File: src/rtl/plsl_pkg.sv
// Package for the packet link serial block: register map, reset values, patterns.
// Assumes one 125 MHz clock domain; link clocks are sampled as plain inputs.
package plsl_pkg;
    // Register indices on the 4-bit register port.
    localparam logic [3:0] PLSL_CTRL = 4'h0;
    localparam logic [3:0] PLSL_STAT1 = 4'h1;
    localparam logic [3:0] PLSL_PTR_LO = 4'h2;
    localparam logic [3:0] PLSL_PTR_HI = 4'h3;
    localparam logic [3:0] PLSL_CHAIN = 4'h4;
    localparam logic [3:0] PLSL_LIMIT = 4'h5;
    localparam logic [3:0] PLSL_XCMD = 4'hE;
    localparam logic [3:0] PLSL_XRSP = 4'hF;
    // Control bit positions.
    localparam int PLSL_C_INIT = 0;
    localparam int PLSL_C_LOOP = 1;
    localparam int PLSL_C_RTS = 2;
    // Status register 1 bit positions.
    localparam int PLSL_S_RXPKT = 0;
    localparam int PLSL_S_TXACK = 1;
    localparam int PLSL_S_ERR = 2;
    localparam int PLSL_S_TXDONE = 3;
    localparam int PLSL_NREGS = 16;
    // Reset values.
    localparam logic [7:0] PLSL_REG_RST = 8'h00;
    localparam logic [3:0] PLSL_STAT_RST = 4'h0;
    // Line patterns.
    localparam logic [7:0] PLSL_FLAG = 8'h7E;
    localparam logic [7:0] PLSL_IDLE = 8'hFF;
    localparam logic [2:0] PLSL_STUFF_ONES = 3'h5;
    localparam logic [2:0] PLSL_FLAG_ONES = 3'h6;
    localparam logic [2:0] PLSL_ABORT_ONES = 3'h7;
    localparam logic [2:0] PLSL_FLAG_TAIL = 3'h7;
    // Memory table layout.
    localparam logic [15:0] PLSL_RX_TABLE_OFS = 16'h0040;
    localparam logic [15:0] PLSL_SEG_UNIT = 16'h0040;
    localparam logic [15:0] PLSL_XFR_BYTES = 16'h0002;
    localparam int PLSL_MAX_PKTS = 8;
    // Byte carriers.
    typedef struct packed {
        logic [7:0] data;
        logic last;
    } plsl_byte_t;
    typedef struct packed {
        logic [15:0] tx_table;
        logic [15:0] rx_table;
        logic [15:0] seg_stride;
        logic [8:0] seg_count;
    } plsl_layout_t;
    typedef enum logic [1:0] {TX_GAP, TX_OPEN, TX_DATA, TX_CLOSE} plsl_tx_st_t;
endpackage

File: src/rtl/plsl_top.sv
// Serial side of a bit-oriented packet link controller with its register port.
// Assumes transmit and receive clocks come from the modem, slow against the core clock.
//
// Notes on behaviour
// - Receive, transmit and register port run independently.
// - New transmit bit on transmit clock fall.
// - Receive bit sampled on receive clock rise.
// - Idle ones until first frame sent.
// - Flags between frames after first frame or initiate.
// - Sixteen software registers configure the controller.
// - Memory tables hold eight packets, chaining, flags.
// - Single pointer locates transmit table segment zero.
// - Receive table sits hex 40 past transmit.
// - Event sets status 1 bit and interrupt flag.
// - Events: packet received, acknowledged, fatal error.
// - Loop-back feeds transmit data into receiver.
// - Loop-back drives receive clock from transmit clock.
// - Full segment carries two transfer address bytes.
//
// The register offsets and the plain strobed port were decided locally.
`timescale 1ns/1ps
module plsl_top
    import plsl_pkg::*;
(
    // Clock and reset.
    input wire logic clock,
    input wire logic arst_n,
    // Register port.
    input wire logic [3:0] reg_addr,
    input wire logic [7:0] reg_wdata,
    input wire logic reg_wr,
    input wire logic reg_rd,
    output logic [7:0] reg_rdata,
    // Transmit byte source and link events from the frame engine.
    input wire logic tx_valid,
    input wire plsl_byte_t tx_byte,
    output logic tx_ready,
    input wire logic tx_ack_in,
    // Received bytes toward memory.
    output logic rx_valid,
    output plsl_byte_t rx_byte,
    // Memory table layout.
    output plsl_layout_t layout,
    // Modem pins.
    input wire logic transmit_clock_in,
    input wire logic receive_clock_in,
    input wire logic serial_rx_in,
    input wire logic clear_to_send_in,
    output logic serial_tx_out,
    output logic modem_request_out,
    output logic loopback_select,
    output logic irq_flag
);
    logic [7:0] regs_r [PLSL_NREGS];
    logic [3:0] stat_r;
    logic [3:0] stat_set;
    logic [7:0] rdata_r;
    logic tc_s1, tc_s2, tc_s3;
    logic rc_s1, rc_s2;
    logic rd_s1, rd_s2;
    logic cts_s1, cts_s2;
    logic rclk_prev_r;
    logic rclk_src, rbit_src;
    logic tx_fall, rx_rise;
    logic loop_on, init_on;
    plsl_tx_st_t tx_st_r;
    logic [7:0] tx_sh_r;
    logic [2:0] tx_cnt_r;
    logic [2:0] tx_ones_r;
    logic tx_last_r;
    logic tx_out_r;
    logic tx_rdy_r;
    logic flags_on_r;
    logic tx_done_ev, tx_err_ev;
    logic [2:0] rx_ones_r;
    logic [7:0] rx_sh_r;
    logic [2:0] rx_cnt_r;
    logic in_frame_r;
    logic [7:0] rx_hold_r;
    logic rx_have_r;
    logic rx_valid_r;
    plsl_byte_t rx_out_r;
    logic rx_pkt_ev, rx_err_ev;
    plsl_layout_t layout_r;
    logic rts_r, loop_r, irq_r;

    assign loop_on = regs_r[PLSL_CTRL][PLSL_C_LOOP];
    assign init_on = regs_r[PLSL_CTRL][PLSL_C_INIT];

    // Pin synchronisers; only the second stage and later are looked at.
    // Transmit clock stages reset low so that a low pin gives no false fall after reset.
    always_ff @(posedge clock or negedge arst_n) begin
        if (!arst_n) begin
            tc_s1 <= 1'b0;
            tc_s2 <= 1'b0;
            tc_s3 <= 1'b0;
            rc_s1 <= 1'b0;
            rc_s2 <= 1'b0;
            rd_s1 <= 1'b1;
            rd_s2 <= 1'b1;
            cts_s1 <= 1'b0;
            cts_s2 <= 1'b0;
        end else begin
            tc_s1 <= transmit_clock_in;
            tc_s2 <= tc_s1;
            tc_s3 <= tc_s2;
            rc_s1 <= receive_clock_in;
            rc_s2 <= rc_s1;
            rd_s1 <= serial_rx_in;
            rd_s2 <= rd_s1;
            cts_s1 <= clear_to_send_in;
            cts_s2 <= cts_s1;
        end
    end

    // In loop-back the receiver hears the transmit clock and our own data, never the receive pins.
    assign rclk_src = loop_on ? tc_s2 : rc_s2;
    assign rbit_src = loop_on ? tx_out_r : rd_s2;
    assign tx_fall = tc_s3 & ~tc_s2;
    assign rx_rise = rclk_src & ~rclk_prev_r;

    // Receive clock edge history, kept apart from the source mux above.
    always_ff @(posedge clock or negedge arst_n) begin
        if (!arst_n) begin
            rclk_prev_r <= 1'b0;
        end else begin
            rclk_prev_r <= rclk_src;
        end
    end

    // Register writes; status 1 is write-one-to-clear and a new event beats the clear.
    always_ff @(posedge clock or negedge arst_n) begin
        if (!arst_n) begin
            for (int i = 0; i < PLSL_NREGS; i++) begin
                regs_r[i] <= PLSL_REG_RST;
            end
            stat_r <= PLSL_STAT_RST;
        end else begin
            if (reg_wr && reg_addr != PLSL_STAT1) begin
                regs_r[reg_addr] <= reg_wdata;
            end
            if (reg_wr && reg_addr == PLSL_STAT1) begin
                stat_r <= (stat_r & ~reg_wdata[3:0]) | stat_set;
            end else begin
                stat_r <= stat_r | stat_set;
            end
        end
    end

    // Event collection into status 1.
    always_comb begin
        stat_set = 4'h0;
        stat_set[PLSL_S_RXPKT] = rx_pkt_ev;
        stat_set[PLSL_S_TXACK] = tx_ack_in;
        stat_set[PLSL_S_ERR] = rx_err_ev | tx_err_ev;
        stat_set[PLSL_S_TXDONE] = tx_done_ev;
    end

    // Read data stands one cycle after the read strobe; status reads back live bits.
    always_ff @(posedge clock or negedge arst_n) begin
        if (!arst_n) begin
            rdata_r <= PLSL_REG_RST;
        end else if (reg_rd) begin
            if (reg_addr == PLSL_STAT1) begin
                rdata_r <= {4'h0, stat_r};
            end else begin
                rdata_r <= regs_r[reg_addr];
            end
        end
    end

    // Table layout from the single pointer and the chain settings.
    always_ff @(posedge clock or negedge arst_n) begin
        if (!arst_n) begin
            layout_r <= '0;
        end else begin
            layout_r.tx_table <= {regs_r[PLSL_PTR_HI], regs_r[PLSL_PTR_LO]};
            layout_r.rx_table <= {regs_r[PLSL_PTR_HI], regs_r[PLSL_PTR_LO]}
                + PLSL_RX_TABLE_OFS;
            layout_r.seg_stride <= 16'((({8'h00, regs_r[PLSL_LIMIT]} + 16'h0001)
                * PLSL_SEG_UNIT) + PLSL_XFR_BYTES);
            layout_r.seg_count <= {1'b0, regs_r[PLSL_CHAIN]} + 9'h001;
        end
    end

    // Transmit sequencer; it only moves on transmit clock falls, so the host port
    // never stalls it.
    always_ff @(posedge clock or negedge arst_n) begin
        if (!arst_n) begin
            tx_st_r <= TX_GAP;
            tx_sh_r <= PLSL_IDLE;
            tx_cnt_r <= 3'h0;
            tx_ones_r <= 3'h0;
            tx_last_r <= 1'b0;
            tx_out_r <= 1'b1;
            tx_rdy_r <= 1'b0;
            flags_on_r <= 1'b0;
            tx_done_ev <= 1'b0;
            tx_err_ev <= 1'b0;
        end else begin
            tx_rdy_r <= 1'b0;
            tx_done_ev <= 1'b0;
            tx_err_ev <= 1'b0;
            if (init_on) begin
                flags_on_r <= 1'b1;
            end
            if (tx_fall) begin
                if ((tx_st_r == TX_DATA || tx_st_r == TX_CLOSE)
                    && tx_ones_r == PLSL_STUFF_ONES) begin
                    // Zero inserted after five data ones, even when the last byte ends
                    // the run, so the closing flag is never taken for a stuffed zero.
                    tx_out_r <= 1'b0;
                    tx_ones_r <= 3'h0;
                end else begin
                    tx_out_r <= tx_sh_r[0];
                    tx_sh_r <= {1'b1, tx_sh_r[7:1]};
                    tx_cnt_r <= tx_cnt_r + 3'h1;
                    if (tx_st_r == TX_DATA && tx_sh_r[0]) begin
                        tx_ones_r <= tx_ones_r + 3'h1;
                    end else begin
                        tx_ones_r <= 3'h0;
                    end
                    if (tx_cnt_r == 3'h7) begin
                        case (tx_st_r)
                            TX_GAP: begin
                                if (tx_valid && cts_s2) begin
                                    tx_sh_r <= PLSL_FLAG;
                                    tx_st_r <= TX_OPEN;
                                end else if (flags_on_r) begin
                                    tx_sh_r <= PLSL_FLAG;
                                end else begin
                                    tx_sh_r <= PLSL_IDLE;
                                end
                            end
                            TX_OPEN, TX_DATA: begin
                                if (tx_st_r == TX_DATA && tx_last_r) begin
                                    tx_sh_r <= PLSL_FLAG;
                                    tx_st_r <= TX_CLOSE;
                                end else if (tx_valid) begin
                                    tx_sh_r <= tx_byte.data;
                                    tx_last_r <= tx_byte.last;
                                    tx_rdy_r <= 1'b1;
                                    tx_st_r <= TX_DATA;
                                end else begin
                                    // Underrun: the frame is closed and reported as an error.
                                    tx_sh_r <= PLSL_FLAG;
                                    tx_st_r <= TX_CLOSE;
                                    tx_err_ev <= 1'b1;
                                end
                            end
                            TX_CLOSE: begin
                                tx_sh_r <= PLSL_FLAG;
                                tx_st_r <= TX_GAP;
                                tx_last_r <= 1'b0;
                                flags_on_r <= 1'b1;
                                tx_done_ev <= 1'b1;
                            end
                            default: begin
                                tx_st_r <= TX_GAP;
                            end
                        endcase
                    end
                end
            end
        end
    end

    // Receive deframer: flag hunt, zero deletion, one byte held back so that the
    // flag's own leading bits are never delivered as data.
    always_ff @(posedge clock or negedge arst_n) begin
        if (!arst_n) begin
            rx_ones_r <= 3'h0;
            rx_sh_r <= 8'h00;
            rx_cnt_r <= 3'h0;
            in_frame_r <= 1'b0;
            rx_hold_r <= 8'h00;
            rx_have_r <= 1'b0;
            rx_valid_r <= 1'b0;
            rx_out_r <= '0;
            rx_pkt_ev <= 1'b0;
            rx_err_ev <= 1'b0;
        end else begin
            rx_valid_r <= 1'b0;
            rx_pkt_ev <= 1'b0;
            rx_err_ev <= 1'b0;
            if (rx_rise) begin
                if (rbit_src) begin
                    if (rx_ones_r != PLSL_ABORT_ONES) begin
                        rx_ones_r <= rx_ones_r + 3'h1;
                    end
                    if (rx_ones_r == PLSL_FLAG_ONES) begin
                        // Seven ones: abort or idle line ends any frame in progress.
                        if (in_frame_r && rx_have_r) begin
                            rx_err_ev <= 1'b1;
                        end
                        in_frame_r <= 1'b0;
                        rx_have_r <= 1'b0;
                    end
                end else begin
                    rx_ones_r <= 3'h0;
                end
                if (!rbit_src && rx_ones_r == PLSL_FLAG_ONES) begin
                    // Closing flag delivers a frame only when it falls on a byte edge.
                    if (in_frame_r && rx_have_r && rx_cnt_r == PLSL_FLAG_TAIL) begin
                        rx_out_r <= '{data: rx_hold_r, last: 1'b1};
                        rx_valid_r <= 1'b1;
                        rx_pkt_ev <= 1'b1;
                    end
                    in_frame_r <= 1'b1;
                    rx_have_r <= 1'b0;
                    rx_cnt_r <= 3'h0;
                end else if (!(!rbit_src && rx_ones_r == PLSL_STUFF_ONES) && in_frame_r) begin
                    rx_sh_r <= {rbit_src, rx_sh_r[7:1]};
                    rx_cnt_r <= rx_cnt_r + 3'h1;
                    if (rx_cnt_r == 3'h7) begin
                        if (rx_have_r) begin
                            rx_out_r <= '{data: rx_hold_r, last: 1'b0};
                            rx_valid_r <= 1'b1;
                        end
                        rx_hold_r <= {rbit_src, rx_sh_r[7:1]};
                        rx_have_r <= 1'b1;
                    end
                end
            end
        end
    end

    // Pin-facing outputs from flops; loop-back select lets outside logic hold the
    // modem request off and tie it to clear-to-send.
    always_ff @(posedge clock or negedge arst_n) begin
        if (!arst_n) begin
            rts_r <= 1'b0;
            loop_r <= 1'b0;
            irq_r <= 1'b0;
        end else begin
            rts_r <= regs_r[PLSL_CTRL][PLSL_C_RTS];
            loop_r <= loop_on;
            irq_r <= |stat_r;
        end
    end

    assign reg_rdata = rdata_r;
    assign tx_ready = tx_rdy_r;
    assign rx_valid = rx_valid_r;
    assign rx_byte = rx_out_r;
    assign layout = layout_r;
    assign serial_tx_out = tx_out_r;
    assign modem_request_out = rts_r;
    assign loopback_select = loop_r;
    assign irq_flag = irq_r;
endmodule // plsl_top

File: config.mk
export PLATFORM = sky130hd
export DESIGN_NAME = plsl_top
export DESIGN_NICKNAME = d
export VERILOG_FILES = /design/src/rtl/plsl_pkg.sv /design/src/rtl/plsl_top.sv
export SDC_FILE = /design/constraint.sdc
export NUM_CORES = 1
export LEC_CHECK = 0
export BUFFER_PORTS_ARGS = -buffer_cell sky130_fd_sc_hd__clkbuf_2
export CORE_MARGIN = 2
export CORE_UTILIZATION = 55
export CTS_BUF_LIST = sky130_fd_sc_hd__clkbuf_8
export DETAILED_ROUTE_END_ITERATION = 10
export GPL_ROUTABILITY_DRIVEN = 0
export HOLD_SLACK_MARGIN = 0.06
export PLACE_DENSITY = 0.75
export SYNTH_ARGS = -nofsm -noshare
export SYNTH_HDL_FRONTEND = slang
export SYNTH_SLANG_ARGS = --single-unit
File: constraint.sdc
create_clock -name clock -period 2.6 [get_ports clock]
set_input_delay 0.52 -clock clock [delete_from_list [all_inputs] [get_ports clock]]
set_output_delay 0.52 -clock clock [all_outputs]
set_load 0.01 [all_outputs]
==> impl_results.md, run 1 <==
* CP required at 3000 ps
* Synth top area cells: dfrtp_1 55%, mux2_2 16%, mux4_2 4.7%
* # IOs at 111
* Sw Share at 29.2%
* Outcome: completed
* Reg-to-Reg Start: loop_on
* Crit-path leading delay family: multiplexers
* Worst reg2reg path endpoint: rx_hold_r[6]
* #FFs+latches synth at 247
* Slew Viols, Final at 0
* Yosys warnings at 0
* Pwr dens at 870 nW/um^2
* # port buffers at 104
* GRT Overall Usage at 22.8%
* Async set or reset register ratio after synthesis at 100%
* Post-route setup TNS at 0 ps
* Slew HR at 54.4%
* Vias at 6538
* Setup-failing EPs final at 0
* HPWL after detailed placement at 15500 um
* Die Y at 143 um
* Critical path depth at 4
* Top cells by count, synth: 236 x dfrtp_1, 151 x mux2_2, 34 x o21ai_0
* CTS buffer count at 40
* Flop pwr share at 49.7%
* Peak supply drop at 0.518 mV
* Worst Hold End: tc_s1
* Vias per Instance at 5.60
* CTS root buffer: clkbuf_8
* Syn Inst Count at 755
* Chip Width at 143 um
* Clock Pin Slew Worst Setup and Hold Paths at 50 ps
* Min-Delay Path Depth at 1
* Drt drc at 0
* Slowest cell on the critical path: dfrtp_1
* Syn_area_per_cell at 14.1 um^2
* Vias in the first global route at 7122
* Resized Gates After CTS at 0
* MaxCap Viol Count at 0
* Clk buf depth at 3
* Std cell rows at 50
* Hold Crit Start: transmit_clock_in
* Fillers at 1413
* Power Total at 10.7 mW
* Initial antenna violation count at 0
* Tmin final at 1950 ps
* Sequential share of the synthesized area at 58.2%
* R2R Setup Slk at 650 ps
* TritonCTS clock tree: yes
* Final hold violation count at 0
* Internal power at 7.54 mW
* Netlist cell types at 60
* Post-synth EDFFs at 0
* Hold/Removal Path Class: input port to register
* Post-DRT Antenna Nets at 0
* Clk_lat worst skew at 550 ps
* Static leakage at 5.77 nW
* Ant. Diodes at 0
* Crit path max fanout at 9
* Mapped Area at 10700 um^2
* Max incr delay on CP at 530 ps
* Fin nets at 931
* RSZ-0062 raised after global routing: false
* Switching power at 3.11 mW
* Die ar. at 20500 um^2
* Worst-path cell chain: mux2i_4, nand2_2, o2111ai_4, mux2_2
* Crit path launch type: register
* Clock power frac at 30.3%
* Core area at 18800 um^2
* DRT Wirelength at 22000 um
* Worst-Margin Slew at 678 ps
* Initial DRC count at 340
* Clock Sinks at 247
* H-tree depth at 2
* Area leader, netlist: dfrtp_1
* Logic pwr share at 20.0%
* Crit path kind: register to register
* Max frequency at 513 MHz
* First-pass GRT wire length at 36500 um
* Synth Flop Type: dfrtp_1
* Drt wl/cell at 18.8 um
* Buf/Inv on CP at 0
* GRT overflow at 0
* Critical path endpoint category: register
* Final critical-path share of the clock period at 75.0%
* Initial Util at 56.6%
* WP data arrival at 2350 ps
* Worst r2r path cells at 4
* Synth-to-Final Area Change at 14.9%
* CP Launch Point: loop_on
* Pin count of the biggest net entering global routing at 76
* Post-synth top area share at 55.4%
* Final clock skew at 38.6 ps
* Most common cell in the netlist: dfrtp_1
* Drt pass-1 iters at 4
* Share of cells above drive strength 1 at 42.0%
==> stage by stage <==
step           utilization, %  setup slack (ps)  hold WS (ps)  cells  cell area (um^2)
4_1_cts                  65.0               621          62.1   1168             12200
6_report                 65.0               650          99.2   1168             12200
5_1_grt                  65.0               464          66.6   1168             12200
2_1_floorplan               -               755           224    760             10700
3_3_place_gp             60.7               396           331   1098             11400
3_5_place_dp             60.7               369           335   1098             11400
==> worst max-delay path by stage <==
stage                        end  slack (ps)
floorplan             regs_r[40]         760
global placement     regs_r[110]         400
detailed placement   regs_r[110]         370
CTS                 rx_hold_r[6]         620
global route          tx_sh_r[2]         460
finish              rx_hold_r[6]         650
==> per-layer routing <==
metal / GRT usage, % / routed length, um / up-vias
met5: 0 / 0 / -
met4: 8.91 / 623 / 0
met3: 5.60 / 1490 / 50
met2: 37.3 / 10800 / 191
met1: 29.4 / 9020 / 3337
li1: - / - / 2960
==> cells in the final DEF (no fill, tap or decap), types with 6 or more instances in the layout <==
master,synthesis,layout
dfstp_2,11,11
nor2_2,6,6
conb_1,2,7
clkbuf_2,2,103
ha_1,17,17
nor2_1,12,12
mux4_2,22,22
and3_1,9,9
xor2_1,6,6
nand2b_1,7,7
a21o_1,8,8
xnor2_1,15,15
mux2_2,151,151
inv_1,26,37
o22ai_1,9,9
o2bb2ai_1,8,8
a31oi_1,6,6
o21ai_0,34,34
clkbuf_8,0,51
nand3_1,20,20
mux2i_1,21,21
buf_4,17,15
nand2_1,32,32
dfrtp_1,236,236
==> layout make-up <==
type                            instances  area (um^2)  share of cell area (%)
Clock buffer                           51          702                    5.74
Clock inverter                         16         72.6                   0.593
Inverter                               26         97.6                   0.797
Multi-Input combinational cell        444         4130                    33.8
Sequential cell                       247         6190                    50.6
Tap cell                              260          325                    2.66
Timing Repair Buffer                  124          713                    5.83
==> registers in the layout, summed over array words and instances, names as in the netlist, 4 cells and up <==
| register | cells |
|---|---|
| rx_byte | 9 |
| stat_r | 4 |
| reg_rdata | 8 |
| regs_r | 118 |
| tx_sh_r | 8 |
| rx_sh_r | 7 |
| layout | 45 |
| rx_hold_r | 8 |
==> power groups by stage <==
stage                     Combinational (mW)  Sequential, mW  Clock, mW
after floorplan                         1.42            5.26          0
after global placement                  2.05            5.30          0
after detailed placement                2.15            5.35          0
after CTS                               2.16            5.29       3.31
after global routing                    2.37            5.40       3.50
final                                   2.13            5.29       3.23
==> what timing repair did <==
action	in CTS	in global routing
buffers inserted	0	0
hold endpoints to repair	64	0
hold buffers	3	0
==> cell families (layout without fill, tap and decap cells) <==
kind of cell	Yosys count	in the layout	share of synthesized area, %
AO/OA/AOI/OAI	90	90	6.06
XOR/XNOR	21	21	1.73
adder cells (fa/ha/maj)	17	17	2.00
buffers and inverters	69	217	3.23
flip-flops	247	247	58.2
multiplexers	196	196	22.9
other	2	7	0.0705
AND/OR/NAND/NOR	113	113	5.84
==> worst register-to-register path, delay by kind of cell, from the launching register on <==
kind               cells  cell delay (ps)
AOI/OAI and AO/OA      1              380
and+or+nand+nor        1              160
muxes                  2              760
DFF                    1              530
Power figures use the tool's default switching activity.
==> inputs of run 2 (changes only) <==
==> constraint.sdc (replaced) <==
create_clock -name clock -period 2 [get_ports clock]
set_input_delay 0.4 -clock clock [delete_from_list [all_inputs] [get_ports clock]]
set_output_delay 0.4 -clock clock [all_outputs]
set_load 0.01 [all_outputs]
==> run 2 against run 1 <==
Power increased by 33%; final area grew 2.9%; global-route usage decreased by 0.19 points; sequential power grew 30%; clock skew down 21 ps; combinational power grew 35%.
==> impl_results.md, run 2 (synthesis gave the netlist of run 1 again) <==
* Outcome: completed
* Cts hold-fix bufs at 6
* Flop pwr share at 48.6%
* Min-Delay Path Depth at 2
* Dpl cell area at 11700 um^2
* Reg-to-Reg Start: tx_st_r[0]
* Worst reg2reg path endpoint: tx_err_ev
* Clock power frac at 31.1%
* Setup-failing EPs final at 0
* Vias at 6673
* GRT overflow at 0
* Most common cell after layout, fill and taps aside: dfrtp_1
* Clock Sinks at 247
* HPWL after detailed placement at 15600 um
* RSZ-0062 raised after global routing: false
* Fin util at 66.9%
* Worst Hold End: tx_err_ev
* # port buffers at 104
* Final critical-path share of the clock period at 92.1%
* CP required at 2350 ps
* Most frequent cells in the layout: 236 x dfrtp_1, 151 x mux2_2, 103 x clkbuf_2
* Die ar. at 20500 um^2
* WP data arrival at 2190 ps
* Clk_lat worst skew at 530 ps
* Setup Buffers After CTS at 0
* Std cell rows at 50
* Worst-Margin Slew at 592 ps
* Post-route setup TNS at 0 ps
* # IOs at 111
* Chip Width at 143 um
* Max reg flops at 118
* Ant. Diodes at 0
* Worst hold margin at 142 ps
* Crit path max fanout at 5
* Hold/Removal Path Class: input port to register
* Vias in the first global route at 7048
* Static leakage at 5.95 nW
* Peak supply drop at 0.665 mV
* Drt wl/cell at 18.4 um
* Core area at 18800 um^2
* Initial DRC count at 314
* Synth-to-Final Area Change at 18.2%
* TritonCTS clock tree: yes
* Crit path launch type: register
* Hold Crit Start: tx_valid
* H-tree depth at 2
* Fin nets at 957
* Max frequency at 543 MHz
* Slew HR at 59.5%
* First-pass GRT wire length at 36200 um
* Pin count of the biggest net entering global routing at 63
* Switching power at 4.06 mW
* R2R Setup Slk at 160 ps
* Sw Share at 28.7%
* Initial Util at 56.6%
* Register name with the most flops: regs_r
* Drt pass-1 iters at 4
* Pwr dens at 1120 nW/um^2
* Final clock skew at 17.9 ps
* CTS buffer count at 40
* DRT Wirelength at 22000 um
* Clock Pin Slew Worst Setup and Hold Paths at 60 ps
* Resized Gates After CTS at 0
* Vias per Instance at 5.59
* Critical path endpoint category: register
* MaxCap Viol Count at 0
* Initial antenna violation count at 0
* Drt drc at 0
* Worst r2r path cells at 5
* CTS root buffer: clkbuf_8
* Internal power at 10.1 mW
* Post-DRT Antenna Nets at 0
* Die Y at 143 um
* Logic pwr share at 20.3%
* GRT Overall Usage at 22.6%
* Clk buf depth at 3
* Design Area, Final at 12600 um^2
* Tmin final at 1840 ps
* Slew Viols, Final at 0
* Share of cells above drive strength 1 at 43.7%
* Crit path kind: register to register
* Final hold violation count at 0
==> run 2: cell types whose count changed in the layout (fill, tap and decap cells not counted), sizes merged <==
| cell | delta |
|---|---|
| bufinv | +1 |
| clkinv | +1 |
| buf | +23 |
| inv | -4 |
| dlygate4sd3 | +3 |
| clkbuf | +2 |
==> run 2: area by class of cell <==
class,instances,area [um^2]
Clock inverter,14,93.8
Timing Repair Buffer,150,1020
Tap cell,260,325
Fill cell,1322,6240
Inverter,26,97.6
Multi-Input combinational cell,444,4130
Sequential cell,247,6190
Clock buffer,53,729
==> run 2: critical path, stage by stage, from the launching register on <==
cell,delay [ps]
dfrtp_1,380
inv_1,90
ha_1,270
nor2_1,150
o211ai_1,180
a2111oi_0,590
==> run 2: stage by stage <==
stage               total power [mW]  setup slack (ps)  instances
floorplan                       8.69               275        760
global placement                9.61              85.5       1121
detailed placement              9.82              23.6       1121
CTS                             14.3               138       1194
global route                    14.9              13.0       1194
finish                          14.1               158       1194
==> run 2: worst max path at each step <==
stage | slack [ps] | startpoint | end
floorplan | 280 | reg_addr[0] | regs_r[40]
global placement | 90 | reg_addr[1] | regs_r[69]
detailed placement | 20 | reg_addr[1] | reg_rdata[1]
CTS | 140 | loop_on | rx_byte[3]
global route | 10 | tx_st_r[0] | tx_err_ev
finish | 160 | tx_st_r[0] | tx_err_ev
==> run 2: per-layer routing <==
layer	share of wire, %	GRT usage, %	vias to the layer above
li1	-	-	3020
met1	42	28.6	3447
met2	51	38.4	165
met3	5.4	5.00	41
met4	2.4	8.23	0
met5	0	0	-
==> run 2: power groups by stage <==
stage	sequential [mW]	combinational [mW]	clock, mW
after floorplan	6.84	1.84	0
after global placement	6.86	2.75	0
after detailed placement	6.94	2.88	0
after CTS	6.86	2.90	4.50
after global routing	6.99	3.18	4.72
final	6.86	2.87	4.40
==> inputs of run 3 (changes only) <==
--- a/config.mk
+++ b/config.mk
@@ -12,7 +12,7 @@
 export DETAILED_ROUTE_END_ITERATION = 10
 export GPL_ROUTABILITY_DRIVEN = 0
 export HOLD_SLACK_MARGIN = 0.06
-export PLACE_DENSITY = 0.75
+export PLACE_DENSITY = 0.76
 export SYNTH_ARGS = -nofsm -noshare
 export SYNTH_HDL_FRONTEND = slang
 export SYNTH_SLANG_ARGS = --single-unit
==> run 3 against run 2 <==
Non-clock buffer count down 1; critical path depth is the same; final cell count is essentially flat.
==> impl_results.md, run 3 (synthesis gave the netlist of run 1 again) <==
* Outcome: completed
* Crit-path leading delay family: multiplexers
* Resized Gates After CTS at 0
* Critical path depth at 5
* Design Area, Final at 12400 um^2
* Max reg flops at 118
* Std cell rows at 50
* Clock power frac at 29.0%
* Worst r2r path cells at 5
* Static leakage at 5.91 nW
* Wire length on met1 at 9100 um
* Pwr dens at 1100 nW/um^2
* CTS root buffer: clkbuf_8
* Synth-to-Final Area Change at 16.8%
* Initial DRC count at 455
* Hold/Removal Path Class: input port to register
* Clock Pin Slew Worst Setup and Hold Paths at 60 ps
* Slew Viols, Final at 0
* Worst-Margin Slew at 520 ps
* Setup-failing EPs final at 0
* Slowest cell on the critical path: mux2i_2
* Drt pass-1 iters at 4
* Internal power at 9.66 mW
* Peak supply drop at 0.730 mV
* Fin nets at 956
* Worst-path cell chain: buf_4, mux2i_2, nor2_8, o211ai_4, mux2_2
* GRT Overall Usage at 22.9%
* Fin util at 66.1%
* Highest routed layer: met4
* Most common cell after layout, fill and taps aside: dfrtp_1
* Die ar. at 20500 um^2
* Slew HR at 65.3%
* Worst reg2reg path endpoint: rx_byte[4]
* Pin count of the biggest net entering global routing at 63
* Chip Width at 143 um
* Min-Delay Path Depth at 2
* Crit path max fanout at 10
* Vias in the first global route at 7030
* Switching power at 4.07 mW
* DRT Wirelength at 22600 um
* Initial Util at 56.6%
* Post-route setup TNS at 0 ps
* Clk_lat worst skew at 550 ps
* GRT overflow at 0
* Die Y at 143 um
* Final clock skew at 35.9 ps
* DR WL met3 at 1260 um
* Register name with the most flops: regs_r
* Fillers at 1343
* TritonCTS clock tree: yes
* Final hold violation count at 0
* R2R Setup Slk at 140 ps
* Vias per Instance at 5.58
* Buf/Inv on CP at 1
* Clock Sinks at 247
* Share of cells above drive strength 1 at 42.6%
* Max frequency at 539 MHz
* Drt wl/cell at 18.9 um
* Ant. Diodes at 0
* CP required at 2430 ps
* Crit path launch type: register
* Hold Crit Start: tx_valid
* Met2 wire length at 11800 um
* Tmin final at 1860 ps
* Max incr delay on CP at 460 ps
* HPWL after detailed placement at 15900 um
* Final critical-path share of the clock period at 92.8%
* Drt drc at 0
* Clk buf depth at 3
* Worst hold margin at 97.5 ps
* Dpl cell area at 11600 um^2
* Critical path endpoint category: register
* MaxCap Viol Count at 0
* Logic pwr share at 20.9%
* Vias at 6663
* Sw Share at 29.6%
* # IOs at 111
* Worst Hold End: tx_err_ev
* CTS buffer count at 40
* Crit path kind: register to register
* Initial antenna violation count at 0
* WP data arrival at 2280 ps
* Post-DRT Antenna Nets at 0
* RSZ-0062 raised after global routing: false
* Flop pwr share at 50.1%
* H-tree depth at 2
* Most frequent cells in the layout: 236 x dfrtp_1, 151 x mux2_2, 103 x clkbuf_2
* First-pass GRT wire length at 36400 um
* Core area at 18800 um^2
* Reg-to-Reg Start: loop_on
* # port buffers at 104
-- run 3: power groups by stage --
stage | clock network [mW] | logic [mW] | registers (mW)
2_1_floorplan | 0 | 1.84 | 6.84
3_3_place_gp | 0 | 2.73 | 6.88
3_5_place_dp | 0 | 2.88 | 6.95
4_1_cts | 4.07 | 2.91 | 6.87
5_1_grt | 4.32 | 3.17 | 7.00
6_report | 3.98 | 2.87 | 6.88
-- run 3: worst max path at each step --
stage,startpoint,end,slack [ps]
2_1_floorplan,reg_addr[0],regs_r[40],280
3_3_place_gp,reg_addr[0],regs_r[46],80
3_5_place_dp,reg_addr[0],regs_r[43],10
4_1_cts,loop_on,rx_byte[3],130
5_1_grt,rx_ones_r[0],rx_sh_r[7],40
6_report,loop_on,rx_byte[4],140
-- run 3: repair_timing --
| action | in CTS | in global routing |
|---|---|---|
| setup buffers | 0 | 0 |
| setup endpoints to repair | 0 | 0 |
| hold buffers | 6 | 0 |
| endpoints found under the hold margin | 47 | 0 |
-- run 3: worst register-to-register path, stage by stage (launching register included) --
cell and delay [ps]:
dfrtp_1 410, buf_4 180, mux2i_2 460, nor2_8 100
o211ai_4 200, mux2_2 390
-- run 3: metrics by stage --
stage | setup slack [ps] | power (mW) | instances
final | 143 | 13.7 | 1195
after global routing | 43.8 | 14.5 | 1195
after CTS | 132 | 13.8 | 1195
after detailed placement | 13.9 | 9.83 | 1120
after global placement | 76.0 | 9.61 | 1120
after floorplan | 275 | 8.69 | 760
-- run 3: routing by layer --
layer | global-route usage, % | vias to the layer above
li1 | - | 3005
met2 | 39.5 | 185
met5 | 0 | -
met4 | 7.82 | 0
met1 | 28.1 | 3431
met3 | 5.87 | 42
-- run 3: final cells by class --
cell class	count	area, um^2	area share [%]
Clock inverter	23	98.8	0.795
Timing Repair Buffer	149	958	7.70
Inverter	26	97.6	0.784
Multi-Input combinational cell	444	4130	33.2
Tap cell	260	325	2.61
Sequential cell	247	6190	49.8
Clock buffer	46	633	5.09
